## config.mk

```make
export PLATFORM = sky130hd
export DESIGN_NAME = audio_chan
export DESIGN_NICKNAME = d
export VERILOG_FILES = /design/src/audio_chan_pkg.sv /design/src/link_sync.sv /design/src/audio_chan.sv
export SDC_FILE = /design/constraint.sdc
export NUM_CORES = 2
export LEC_CHECK = 0
export CAP_MARGIN = 20
export CORE_UTILIZATION = 51
export CTS_CLUSTER_SIZE = 16
export DETAILED_ROUTE_END_ITERATION = 8
export DONT_BUFFER_PORTS = 1
export PLACE_DENSITY_LB_ADDON = 0.05
export RECOVER_POWER = 25
export SLEW_MARGIN = 20
export SYNTH_ARGS = -nofsm -noshare
export SYNTH_HDL_FRONTEND = slang
export SYNTH_SLANG_ARGS = --single-unit
```

## constraint.sdc

```tcl
create_clock -name clk_sys -period 4 [get_ports clk_sys]
set_input_delay 0.8 -clock clk_sys [delete_from_list [all_inputs] [get_ports clk_sys]]
set_output_delay 0.8 -clock clk_sys [all_outputs]
set_load 0.01 [all_outputs]
```

## src/audio_chan_pkg.sv

```systemverilog
/*
  Shared constants and types for the serial audio channel data path:
  register offsets, control field layout, reset values, sample width codes,
  link input positions and the transmit fetch sequencer states.
  Assumes a 32-bit register port and a link clock that is much slower than clk_sys.
*/
package audio_chan_pkg;

  // Register offsets on the plain register port (byte addresses).
  localparam logic [7:0] OFF_TX_CTRL = 8'h00;
  localparam logic [7:0] OFF_RX_CTRL = 8'h04;
  localparam logic [7:0] OFF_TX_DATA = 8'h08;
  localparam logic [7:0] OFF_RX_DATA = 8'h0c;
  localparam logic [7:0] OFF_STATUS = 8'h10;

  // Control field positions inside a control word.
  localparam int CTRL_STOP_BIT = 0;
  localparam int CTRL_MUTE_BIT = 1;
  localparam int CTRL_MONO_BIT = 2;
  localparam int CTRL_WIDTH_LSB = 3;
  localparam int CTRL_RESET_BIT = 5;
  localparam int CTRL_BITS = 6;

  // Status field positions: transmit level low, receive level from bit 8.
  localparam int STAT_TX_LSB = 0;
  localparam int STAT_RX_LSB = 8;

  // Sample width codes.
  localparam logic [1:0] WIDTH_8 = 2'h0;
  localparam logic [1:0] WIDTH_16 = 2'h1;
  localparam logic [1:0] WIDTH_32 = 2'h3;

  // Documented FIFO depth in 32-bit words.
  localparam int FIFO_DEPTH = 8;

  // Positions of the link inputs inside the synchroniser vector.
  localparam int LINK_TX_SCK = 0;
  localparam int LINK_TX_WS = 1;
  localparam int LINK_RX_SCK = 2;
  localparam int LINK_RX_WS = 3;
  localparam int LINK_RX_SD = 4;
  localparam int LINK_INPUTS = 5;

  // Channel control word; field order matches the bit positions above.
  typedef struct packed {
    logic reset;
    logic [1:0] width;
    logic mono;
    logic mute;
    logic stop;
  } ctrl_t;

  // Reset value of a control word: stopped, muted, stereo, 32-bit samples.
  localparam ctrl_t CTRL_RESET = '{reset: 1'b0, width: WIDTH_32, mono: 1'b0, mute: 1'b1, stop: 1'b1};

  // Transmit fetch sequencer, one-hot.
  typedef enum logic [2:0] {
    FETCH_IDLE = 3'b001,
    FETCH_LEFT = 3'b010,
    FETCH_RIGHT = 3'b100
  } fetch_t;

endpackage

```

## src/link_sync.sv

```systemverilog
/*
  Three-stage synchroniser for link inputs with agreement filter and edge pulses.
  Assumes inputs come from outside the clk_sys domain and change slowly
  compared with clk_sys.
*/
`timescale 1ns/1ps
`default_nettype none

module link_sync #(
  parameter int W = 1
) (
  // Clock, reset and enable.
  input wire logic clk_sys,
  input wire logic resetn,
  input wire logic ce,
  // Raw inputs.
  input wire logic [W-1:0] d,
  // Filtered level and one-cycle edge pulses.
  output logic [W-1:0] q,
  output logic [W-1:0] rise,
  output logic [W-1:0] fall
);

  // All state of the synchroniser.
  typedef struct packed {
    logic [W-1:0] s1;
    logic [W-1:0] s2;
    logic [W-1:0] s3;
    logic [W-1:0] q;
    logic [W-1:0] rise;
    logic [W-1:0] fall;
  } sync_state_t;

  sync_state_t s_reg;
  sync_state_t s_next;

  // Next state: the level changes only where stages two and three agree.
  always_comb begin
    s_next = s_reg;
    s_next.s1 = d;
    s_next.s2 = s_reg.s1;
    s_next.s3 = s_reg.s2;
    s_next.q = (s_reg.s2 & s_reg.s3) | (s_reg.q & (s_reg.s2 ^ s_reg.s3));
    s_next.rise = s_next.q & ~s_reg.q;
    s_next.fall = ~s_next.q & s_reg.q;
  end

  // State register, frozen while the enable is low.
  always_ff @(posedge clk_sys) begin
    if (!resetn) begin
      s_reg <= '0;
    end else if (ce) begin
      s_reg <= s_next;
    end
  end

  assign q = s_reg.q;
  assign rise = s_reg.rise;
  assign fall = s_reg.fall;

endmodule // link_sync

`default_nettype wire

```

## src/audio_chan.sv

```systemverilog
/*
  Transmit and receive channel data path of a serial audio interface:
  two word FIFOs, stop and mute, sample width and mono packing, underrun
  repeat, and word-select timed loading and capture.
  Assumes the codec drives bit clocks and word selects; they are sampled by clk_sys,
  which must run well above twice the bit rate.
*/
`timescale 1ns/1ps
`default_nettype none

module audio_chan #(
  parameter int DEPTH = audio_chan_pkg::FIFO_DEPTH
) (
  // Clock, reset and enable.
  input wire logic clk_sys,
  input wire logic resetn,
  input wire logic ce,
  // Register port.
  input wire logic [7:0] reg_addr,
  input wire logic [31:0] reg_wdata,
  input wire logic reg_wr,
  input wire logic reg_rd,
  output logic [31:0] reg_rdata,
  // Transmit link.
  input wire logic tx_sck,
  input wire logic tx_ws,
  output logic tx_sd,
  // Receive link.
  input wire logic rx_sck,
  input wire logic rx_ws,
  input wire logic rx_sd
);

  localparam int AW = $clog2(DEPTH);

  // The pointers wrap by overflow, so the depth must be a power of two.
  generate
    if (DEPTH < 2 || (DEPTH & (DEPTH - 1)) != 0) begin : g_depth_check
      $error("DEPTH must be a power of two of at least 2");
    end
  endgenerate

  // All state of the channel pair.
  typedef struct packed {
    audio_chan_pkg::ctrl_t txc;       // Transmit control.
    audio_chan_pkg::ctrl_t rxc;       // Receive control.
    logic [DEPTH-1:0][31:0] tx_mem;   // Transmit FIFO storage.
    logic [DEPTH-1:0][31:0] rx_mem;   // Receive FIFO storage.
    logic [AW-1:0] tx_wp;             // Transmit write pointer.
    logic [AW-1:0] tx_rp;             // Transmit read pointer.
    logic [AW:0] tx_cnt;              // Transmit fill level.
    logic [AW-1:0] rx_wp;             // Receive write pointer.
    logic [AW-1:0] rx_rp;             // Receive read pointer.
    logic [AW:0] rx_cnt;              // Receive fill level.
    logic [1:0] tx_pos;               // Next sample slot in the transmit head word.
    audio_chan_pkg::fetch_t fetch;    // Transmit fetch sequencer.
    logic [31:0] pend_l;              // Fetched left sample, left-justified.
    logic [31:0] pend_r;              // Fetched right sample, left-justified.
    logic [31:0] hold_l;              // Left sample handed to the link side.
    logic [31:0] hold_r;              // Right sample handed to the link side.
    logic [31:0] shift;               // Transmit shift register, MSB out first.
    logic tx_ws_prev;                 // Word select at the last transmit bit.
    logic tx_sd;                      // Registered serial output.
    logic rx_ws_prev;                 // Word select at the last received bit.
    logic rx_live;                    // A word-select change has been seen.
    logic [31:0] rx_sh;               // Receive shift register.
    logic [5:0] rx_bits;              // Bits captured in the current sample.
    logic [1:0] rx_pos;               // Next sample slot in the receive word.
    logic [31:0] rx_acc;              // Receive word being assembled.
    logic [31:0] rdata;               // Registered read data.
  } state_t;

  state_t s_reg;
  state_t s_next;

  // Synchronised link inputs.
  logic [audio_chan_pkg::LINK_INPUTS-1:0] link_q;
  logic [audio_chan_pkg::LINK_INPUTS-1:0] link_rise;
  logic [audio_chan_pkg::LINK_INPUTS-1:0] link_fall;

  // Index of the last sample slot in a word for a width code.
  function automatic logic [1:0] last_slot(input logic [1:0] wd);
    unique case (wd)
      audio_chan_pkg::WIDTH_8: last_slot = 2'h3;
      audio_chan_pkg::WIDTH_16: last_slot = 2'h1;
      default: last_slot = 2'h0;
    endcase
  endfunction

  // Number of bits in one sample for a width code.
  function automatic logic [5:0] sample_bits(input logic [1:0] wd);
    unique case (wd)
      audio_chan_pkg::WIDTH_8: sample_bits = 6'h08;
      audio_chan_pkg::WIDTH_16: sample_bits = 6'h10;
      default: sample_bits = 6'h20;
    endcase
  endfunction

  // Extract one sample from a word and left-justify it for shifting out.
  function automatic logic [31:0] take(input logic [31:0] w, input logic [1:0] p, input logic [1:0] wd);
    unique case (wd)
      audio_chan_pkg::WIDTH_8: take = {w[{p, 3'h0} +: 8], 24'h000000};
      audio_chan_pkg::WIDTH_16: take = {w[{p[0], 4'h0} +: 16], 16'h0000};
      default: take = w;
    endcase
  endfunction

  // Place a right-justified received sample into its slot of a word.
  function automatic logic [31:0] pack(input logic [31:0] acc, input logic [31:0] v, input logic [1:0] p,
                                       input logic [1:0] wd);
    logic [31:0] r;
    r = acc;
    unique case (wd)
      audio_chan_pkg::WIDTH_8: r[{p, 3'h0} +: 8] = v[7:0];
      audio_chan_pkg::WIDTH_16: r[{p[0], 4'h0} +: 16] = v[15:0];
      default: r = v;
    endcase
    return r;
  endfunction

  // Link clocks, word selects and receive data cross into clk_sys here.
  link_sync #(
    .W(audio_chan_pkg::LINK_INPUTS)
  ) u_link_sync (
    .clk_sys(clk_sys),
    .resetn(resetn),
    .ce(ce),
    .d({rx_sd, rx_ws, rx_sck, tx_ws, tx_sck}),
    .q(link_q),
    .rise(link_rise),
    .fall(link_fall)
  );

  // Next-state logic for the register port, both FIFOs and both channels.
  always_comb begin
    logic tx_push;
    logic tx_pop;
    logic rx_push;
    logic rx_pop;
    logic deliver;
    logic ws;
    logic [31:0] rx_word;
    tx_push = 1'b0;
    tx_pop = 1'b0;
    rx_push = 1'b0;
    rx_pop = 1'b0;
    deliver = 1'b0;
    ws = 1'b0;
    rx_word = s_reg.rx_acc;
    s_next = s_reg;

    // Register writes; FIFO data are always whole words.
    if (reg_wr) begin
      unique case (reg_addr)
        audio_chan_pkg::OFF_TX_CTRL: begin
          s_next.txc = audio_chan_pkg::ctrl_t'(reg_wdata[audio_chan_pkg::CTRL_BITS-1:0]);
        end
        audio_chan_pkg::OFF_RX_CTRL: begin
          s_next.rxc = audio_chan_pkg::ctrl_t'(reg_wdata[audio_chan_pkg::CTRL_BITS-1:0]);
        end
        audio_chan_pkg::OFF_TX_DATA: begin
          if (s_reg.tx_cnt != (AW + 1)'(DEPTH)) begin
            tx_push = 1'b1;
            s_next.tx_mem[s_reg.tx_wp] = reg_wdata;
          end
        end
        default: begin
          // Writes elsewhere are ignored.
        end
      endcase
    end

    // Register reads answer one cycle later; unmapped offsets read zero.
    s_next.rdata = 32'h00000000;
    if (reg_rd) begin
      unique case (reg_addr)
        audio_chan_pkg::OFF_TX_CTRL: s_next.rdata = {26'h0000000, s_reg.txc};
        audio_chan_pkg::OFF_RX_CTRL: s_next.rdata = {26'h0000000, s_reg.rxc};
        audio_chan_pkg::OFF_RX_DATA: begin
          // whole word pop; an empty FIFO reads zero.
          if (s_reg.rx_cnt != '0) begin
            rx_pop = 1'b1;
            s_next.rdata = s_reg.rx_mem[s_reg.rx_rp];
          end
        end
        audio_chan_pkg::OFF_STATUS: begin
          s_next.rdata[audio_chan_pkg::STAT_TX_LSB +: AW + 1] = s_reg.tx_cnt;
          s_next.rdata[audio_chan_pkg::STAT_RX_LSB +: AW + 1] = s_reg.rx_cnt;
        end
        default: begin
          s_next.rdata = 32'h00000000;
        end
      endcase
    end

    // Transmit fetch: one sample slot per step, popping a word once it is used up.
    unique case (s_reg.fetch)
      audio_chan_pkg::FETCH_LEFT: begin
        s_next.fetch = audio_chan_pkg::FETCH_RIGHT;
        // stop blocks reads; empty keeps last sample.
        if (!s_reg.txc.stop && s_reg.tx_cnt != '0) begin
          // slot extraction by width; read even when muted.
          s_next.pend_l = take(s_reg.tx_mem[s_reg.tx_rp], s_reg.tx_pos, s_reg.txc.width);
          if (s_reg.tx_pos == last_slot(s_reg.txc.width)) begin
            s_next.tx_pos = 2'h0;
            tx_pop = 1'b1;
          end else begin
            s_next.tx_pos = s_reg.tx_pos + 2'h1;
          end
        end else begin
          s_next.fetch = audio_chan_pkg::FETCH_IDLE;
        end
      end
      audio_chan_pkg::FETCH_RIGHT: begin
        s_next.fetch = audio_chan_pkg::FETCH_IDLE;
        if (s_reg.txc.mono) begin
          // Mono sends the same sample on both sides.
          s_next.pend_r = s_reg.pend_l;
        end else if (!s_reg.txc.stop && s_reg.tx_cnt != '0) begin
          // next slot is right; a second word in 32-bit stereo.
          s_next.pend_r = take(s_reg.tx_mem[s_reg.tx_rp], s_reg.tx_pos, s_reg.txc.width);
          if (s_reg.tx_pos == last_slot(s_reg.txc.width)) begin
            s_next.tx_pos = 2'h0;
            tx_pop = 1'b1;
          end else begin
            s_next.tx_pos = s_reg.tx_pos + 2'h1;
          end
        end
      end
      audio_chan_pkg::FETCH_IDLE: begin
        s_next.fetch = audio_chan_pkg::FETCH_IDLE;
      end
    endcase

    // Transmit link: a new bit on each bit clock falling edge.
    if (link_fall[audio_chan_pkg::LINK_TX_SCK]) begin
      ws = link_q[audio_chan_pkg::LINK_TX_WS];
      if (ws != s_reg.tx_ws_prev) begin
        s_next.tx_ws_prev = ws;
        if (!ws) begin
          // left loads on falling word select.
          s_next.shift = s_reg.hold_l;
          // fetch starts after falling word select.
          s_next.fetch = audio_chan_pkg::FETCH_LEFT;
        end else begin
          // right loads on rising word select.
          s_next.shift = s_reg.hold_r;
          // fetched pair moves to the link side.
          s_next.hold_l = s_reg.pend_l;
          s_next.hold_r = s_reg.pend_r;
        end
      end else begin
        s_next.shift = {s_reg.shift[30:0], 1'b0};
      end
      s_next.tx_sd = (s_reg.txc.mute || s_reg.txc.stop) ? 1'b0 : s_next.shift[31];
    end

    // Receive link: a bit on each bit clock rising edge; mute is not looked at.
    if (link_rise[audio_chan_pkg::LINK_RX_SCK]) begin
      ws = link_q[audio_chan_pkg::LINK_RX_WS];
      if (ws != s_reg.rx_ws_prev) begin
        // restart on change; low word select is left.
        s_next.rx_ws_prev = ws;
        s_next.rx_live = 1'b1;
        s_next.rx_sh = {31'h00000000, link_q[audio_chan_pkg::LINK_RX_SD]};
        s_next.rx_bits = 6'h01;
        // delivery needs rx_live and no stop, and ignores mute; mono keeps left words.
        deliver = s_reg.rx_live && !s_reg.rxc.stop && (!s_reg.rxc.mono || !s_reg.rx_ws_prev);
      end else if (s_reg.rx_bits < sample_bits(s_reg.rxc.width)) begin
        // capture only up to the width limit.
        s_next.rx_sh = {s_reg.rx_sh[30:0], link_q[audio_chan_pkg::LINK_RX_SD]};
        s_next.rx_bits = s_reg.rx_bits + 6'h01;
      end
    end

    // finished sample stored; full word pushed.
    if (deliver) begin
      rx_word = pack(s_reg.rx_acc, s_reg.rx_sh, s_reg.rx_pos, s_reg.rxc.width);
      s_next.rx_acc = rx_word;
      if (s_reg.rx_pos == last_slot(s_reg.rxc.width)) begin
        s_next.rx_pos = 2'h0;
        // a full FIFO drops the word unless a read pops in the same cycle.
        if (s_reg.rx_cnt != (AW + 1)'(DEPTH) || rx_pop) begin
          rx_push = 1'b1;
          s_next.rx_mem[s_reg.rx_wp] = rx_word;
        end
      end else begin
        s_next.rx_pos = s_reg.rx_pos + 2'h1;
      end
    end

    // Pointer and level bookkeeping for both FIFOs.
    s_next.tx_wp = s_reg.tx_wp + AW'(tx_push);
    s_next.tx_rp = s_reg.tx_rp + AW'(tx_pop);
    s_next.tx_cnt = s_reg.tx_cnt + (AW + 1)'(tx_push) - (AW + 1)'(tx_pop);
    s_next.rx_wp = s_reg.rx_wp + AW'(rx_push);
    s_next.rx_rp = s_reg.rx_rp + AW'(rx_pop);
    s_next.rx_cnt = s_reg.rx_cnt + (AW + 1)'(rx_push) - (AW + 1)'(rx_pop);

    // transmit channel reset empties and resynchronises it.
    if (s_next.txc.reset) begin
      s_next.txc.reset = 1'b0;
      s_next.tx_wp = '0;
      s_next.tx_rp = '0;
      s_next.tx_cnt = '0;
      s_next.tx_pos = 2'h0;
      s_next.fetch = audio_chan_pkg::FETCH_IDLE;
      s_next.pend_l = 32'h00000000;
      s_next.pend_r = 32'h00000000;
      s_next.hold_l = 32'h00000000;
      s_next.hold_r = 32'h00000000;
      s_next.shift = 32'h00000000;
      s_next.tx_sd = 1'b0;
    end

    // receive channel reset empties and resynchronises it.
    if (s_next.rxc.reset) begin
      s_next.rxc.reset = 1'b0;
      s_next.rx_wp = '0;
      s_next.rx_rp = '0;
      s_next.rx_cnt = '0;
      s_next.rx_pos = 2'h0;
      s_next.rx_live = 1'b0;
      s_next.rx_sh = 32'h00000000;
      s_next.rx_bits = 6'h00;
      s_next.rx_acc = 32'h00000000;
    end
  end

  // State register with synchronous reset, frozen while the enable is low.
  always_ff @(posedge clk_sys) begin
    if (!resetn) begin
      s_reg <= '0;
      s_reg.txc <= audio_chan_pkg::CTRL_RESET;
      s_reg.rxc <= audio_chan_pkg::CTRL_RESET;
      s_reg.fetch <= audio_chan_pkg::FETCH_IDLE;
    end else if (ce) begin
      s_reg <= s_next;
    end
  end

  // Outputs come straight from the state register.
  assign reg_rdata = s_reg.rdata;
  assign tx_sd = s_reg.tx_sd;

endmodule // audio_chan

`default_nettype wire

```

# Word level (Yosys, flattened, before mapping)
# Cells that the tools add are included.
[op_classes] n_reduce_logical=44 n_lt_le_gt_ge=7 n_mux=86 eq_ne=19 n_addsub=13 n_bitwise=8 n_shift=6
[ops] operator="256-bit bitwise mux" n=2
[ops] operator="256-bit 2-to-1 mux" n=2
[ops] operator="32-bit 2-to-1 mux" n=13
[ops] operator="268-bit 2-to-1 mux" n=1
[ops] operator="32-bit binary-select mux with 3-bit select" n=2
[ops] operator="32-bit demux with 3-bit select" n=2
[ops] operator="165-bit 2-to-1 mux" n=1
[ops] operator="64-bit 2-to-1 mux" n=2
[ops] operator="32-bit case mux with 2 select lines" n=2
[ops] operator="98-bit 2-to-1 mux" n=1
[ops] operator="38-bit 2-to-1 mux" n=2
[ops] operator="73-bit 2-to-1 mux" n=1
[ops] operator="32-bit bitwise mux" n=2
[ops] operator="39-bit 2-to-1 mux" n=1
[ops] operator="34-bit 2-to-1 mux" n=1
[ops] operator="16-bit by 7-bit variable shift with 32-bit output, first input constant" n=1
[ops] operator="8-bit by 7-bit variable shift with 32-bit output, first input constant" n=1
[ops] operator="16-bit by 7-bit variable part select with 32-bit output" n=1
[ops] operator="32-bit by 6-bit variable part select with 16-bit output" n=1
[ops] operator="32-bit by 6-bit variable part select with 8-bit output" n=1
[ops] operator="8-bit by 7-bit variable part select with 32-bit output" n=1
[ops] operator="6-bit 2-to-1 mux" n=4
[ops] operator="3-bit AND reduction" n=8
[ops] operator="2-bit 2-to-1 mux" n=11
[ops] operator="other kinds (50)" n=119
[totals] reg_bits=838 wordCells=235 output_inout_bits=33 in_bits=50

# Logic depth before layout (Yosys ltp)
[logic_depth] depth_word=12 depth_mapped=14 ltp_nobuf=13

# Cells and area by module
# Synthesis repeated with hierarchy kept, for this count alone.
[hier_totals] hier_cells=3887 hier_area_um2=36588.8
[by_module_without_submodules] module="audio_chan" n_inst=1 cells_each=3749 area_each_um2=35243.8
[by_module_without_submodules] module="link_sync" n_inst=1 cells_each=138 area_each_um2=1345.0

# Worst setup path before layout
# OpenSTA, ideal clock, no wires.
[synth_timing] kind="in2reg" start="in reg_addr[1]" end="reg s_reg[276] in the netlist's numbering" slack_ps=436 cell_stages=13 setup_time_ps=70 arrival_time_ps=3493 required_ps=3930 path_cell_list="or4_4 nor4b_4 and4_1 buf_4 clkbuf_1 ha_1 inv_1 ha_1 a21o_1 a21oi_1 xor2_1 nand3_1 a21oi_1"
[synth_between] elab_chain_cells=10
[synth_lines] element="start, declared" line_no="audio_chan.sv:19" source="input wire logic [7:0] reg_addr,"
[synth_lines] element="8-bit by 4-bit == test with 1-bit output" line_no="audio_chan.sv:176" source="unique case (reg_addr)"
[synth_lines] element="1-bit 2-to-1 mux" line_no="audio_chan.sv:176"
[synth_lines] element="1-bit 2-to-1 mux" line_no="audio_chan.sv:175" source="if (reg_rd) begin"
[synth_lines] element="1-bit logical OR" line_no="audio_chan.sv:283" source="if (s_reg.rx_cnt != (AW + 1)'(DEPTH) || rx_pop) begin"
[synth_lines] element="1-bit 2-to-1 mux" line_no="audio_chan.sv:283"
[synth_lines] element="1-bit 2-to-1 mux" line_no="audio_chan.sv:280" source="if (s_reg.rx_pos == last_slot(s_reg.rxc.width)) begin"
[synth_lines] element="1-bit 2-to-1 mux" line_no="audio_chan.sv:277" source="if (deliver) begin"
[synth_lines] element="4-bit by 1-bit adder with 4-bit output" line_no="audio_chan.sv:298" source="s_next.rx_cnt = s_reg.rx_cnt + (AW + 1)'(rx_push) - (AW + 1)'(rx_pop);"
[synth_lines] element="4-bit by 1-bit subtractor with 4-bit output" line_no="audio_chan.sv:298"
[synth_lines] element="10-bit 2-to-1 mux *" line_no="audio_chan.sv:317" source="if (s_next.rxc.reset) begin"
[synth_lines] element="end signal, assigned" line_no="audio_chan.sv:338" source="s_reg <= s_next;"
[synth_lines] element="end, declared" line_no="audio_chan.sv:73" source="state_t s_reg;"
# Mark *: on every way between the ends. The rest lies on a longest branch, timed or not.
# A chain may end at the register's enable or synchronous reset.

# Worst setup path after layout
[layout_timing] start="in resetn" end="reg s_reg[246] in the netlist's numbering"
[layout_rtl] element="start, declared" line_no="audio_chan.sv:16" source="input wire logic resetn,"
# No word-level cell between the ends.

==> metrics.md <==
| Metric | Value |
|---|---|
| Setup repair bufs after CTS | `0` |
| CP Cell Sequence | `clkinvlp_4 > buf_4 > nor2_1` |
| Clk_skew | `24.3 ps` |
| Vias per std cell | `6.05` |
| Slowest stage cell on the critical path | `buf_4` |
| Lkg Pwr | `12.8 nW` |
| Max VDD drop | `0.302 mV` |
| Core ar. | `71500 sq um` |
| Slowest cell delay on critical path | `1440 ps` |
| Antenna diode count | `0` |
| Die Wd | `271 um` |
| CTS tree | `built` |
| Port Buffers | `0` |
| Die Footprint | `73400 sq um` |
| Routed len/inst | `21.3 um` |
| Outcome | `complete, but fails checks` |
| Startpoint types | `primary input` |
| Hold Path Stages | `1` |
| Net Count, Synth | `4200` |
| Syn-to-layout area delta | `8.23%` |
| Synth area leaders | `dfxtp_1, mux2i_1, nand2_1` |
| Worst Hold Class | `primary input to flop` |
| Commonest non-fill, non-tap cell in the layout | `dfxtp_1` |
| FF-to-FF Start | `s_reg[809]` |
| Area post-placement | `37100 sq um` |
| Routability cong. | `0.880` |
| CTS Buffer Depth | `3` |
| CTS H-tree depth | `3` |
| Unrepaired setup endpoints after global routing | `false` |
| Critical Path RT | `4430 ps` |
| #FFs+latches synth | `836` |
| Worst-Margin Slew | `2030 ps` |
| Post-cts resize count | `0` |
| Pre-CTS setup slack | `410 ps` |
| Pins Over Slew Limit | `397` |
| Fraction of layout cells with a size suffix above 1 | `10.1%` |
| Failing checks | `capacitance limit, slew limit` |
| Post-DRT Antenna Nets | `0` |
| Multi-input logic area | `18200 sq um` |
| Fmax | `0.286 GHz` |
| Max-Cap Viols | `4` |
| Slew HR | `-35.1%` |
| Crit. Startpoint | `resetn` |
| FP Rows | `98` |
| Crit path to | `s_reg[246]` |
| Register area | `16700 sq um` |
| Largest net degree at the start of global routing | `305` |
| GRT Overall Usage | `27.9%` |
| Worst Path Max Fanout | `304` |
| Final setup viols | `0` |
| Worst Path Class, Setup | `primary input to flop` |
| Cells after Synth | `4114` |
| Post-layout nets | `3960` |
| Initial antenna violation count | `0` |
| Filler cell count | `6257` |
| Data arrival time of the critical path | `3920 ps` |
| TNS Setup | `0 ps` |
| Share of the synthesized area in the top cell type | `45.4%` |
| Largest area contributor in the netlist | `dfxtp_1` |
| Flip-flop count of the largest register after layout | `781` |
| Vias in the first global route | `28.2k` |
| Total CTS buffers | `89` |
| Gr ovfl total | `0` |
| Sequential area share after synthesis | `45.4%` |
| Starting Density | `51.6%` |
| Cell Pwr Density | `419 nW/um^2` |
| Setup WS post-layout | `505 ps` |
| Commonest cells after routing, fill and taps aside | `dfxtp_1, nand2_1, a21oi_1, mux2i_1, o21ai_0` |
| Detailed-route via count | `29.6k` |
| Post-synthesis cell type count | `72` |
| Crit share post-route | `87.4%` |
| Num ports | `83` |
| Starting DRT DRC Count | `2964` |
| Final Hold Fails | `0` |
| Final Power | `16.7 mW` |
| Post-synth EDFFs | `0` |
| Tmin final | `3500 ps` |
| Smallest hold slack | `288 ps` |
| Critical path endpoint category | `flop` |
| RR Endpoint | `s_reg[313]` |
| Asr flop ratio synth | `0%` |
| Ys flop type | `dfxtp_1` |
| Skew-Pair Late Insertion Delay | `640 ps` |
| Detailed Place HPWL | `64.4 mm` |
| Die height | `271 um` |
| Clock transition at path regs | `60 ps` |
| Root Buffer | `clkbuf_16` |
| Post-route cell area | `39900 sq um` |
| Mapped cell area | `36900 sq um` |
| Drt drc | `0` |
| Global-route wire length before repair | `164 mm` |
| Syn Area/Cell | `8.97 sq um` |
| First-pass DRT Iterations | `6` |
| Final wirelength | `104 mm` |
| R2r setup slk | `830 ps` |
| Hold-fix buffers at CTS | `0` |
| CTS sink cnt | `836` |
| Cell depth of the worst flop-to-flop path | `10` |
| Synth warn | `0` |
## kinds of logic after synthesis
group                      Yosys count  synth area share (%)
and+or+nand+nor                   1315                  15.1
AOI/OAI and AO/OA                  975                  15.9
DFF                                836                  45.4
muxes                              478                  16.5
buffers and inverters              464                  5.59
adders and majority gates           36                  1.26
xor gates and xnor gates            10                 0.237
## power by group
group	internal [mW]	switching, mW	leakage, nW
Sequential	8.33	0.00694	6.74
Combinational	0.0331	0.129	4.60
Clock	4.88	3.36	1.45
Total	13.2	3.50	12.8
## critical path, delay by kind of cell
| kind | cells | cell delay [ps] |
|---|---|---|
| buf+inv | 2 | 2550 |
| simple gates | 1 | 150 |
## worst min path at each step
stage | start | end
detailed placement | s_reg[211] | s_reg[211]
global route | reg_wdata[14] | s_reg[755]
global placement | s_reg[681] | s_reg[681]
floorplan | s_reg[211] | s_reg[211]
CTS | ce | reg_rdata[4]
finish | ce | reg_rdata[4]
## per-layer routing
metal | track usage [%] | vias to the layer above | part of all wire, %
li1 | - | 14000 | -
met1 | 41.2 | 14500 | 47
met2 | 42.5 | 1018 | 44
met3 | 4.45 | 124 | 7.3
met4 | 6.17 | 0 | 1.4
met5 | 0 | - | 0
## metrics by stage
| step | cells | util [%] |
|---|---|---|
| floorplan | 4114 | - |
| global placement | 4733 | 51.8 |
| detailed placement | 4733 | 51.8 |
| CTS | 4893 | 55.9 |
| global route | 4893 | 55.8 |
| finish | 4893 | 55.8 |
## cells in the mapped netlist, types with 5 or more instances
cell       instances
o21ai_0          216
nor2_1           166
clkbuf_1         292
a31oi_1            5
dfxtp_1          836
mux2i_1          341
a22oi_1           62
or2_2              7
buf_1             27
nor4_1             5
o22ai_1           17
buf_6             18
inv_1             43
and2_1             9
a221o_1           11
nor2b_1            7
nand2b_1          12
o22a_1             8
ha_1              34
a32oi_1            9
nand4_1            6
and3_1            10
nand3_1          188
or3_1             12
a21oi_1          458
a211oi_1           9
nor3_1            43
buf_2             48
mux4_2            99
o221ai_1          15
a2bb2oi_1         14
nand2_1          821
o2111ai_1         19
mux2_2            38
buf_4             33
o211ai_1           9
xor2_1             8
a32o_1             5
o2bb2ai_1         39
a22o_1            44
a221oi_1          15
## cell type report
class	count	area share, %
clock buffers	137	6.74
clock inverters	23	0.592
inverters	46	0.442
multi-input cells	2814	45.6
flip-flops and latches	836	42.0
well taps	950	2.98
repair buffers	87	1.70
No activity file was read; power rests on OpenSTA's default activity.
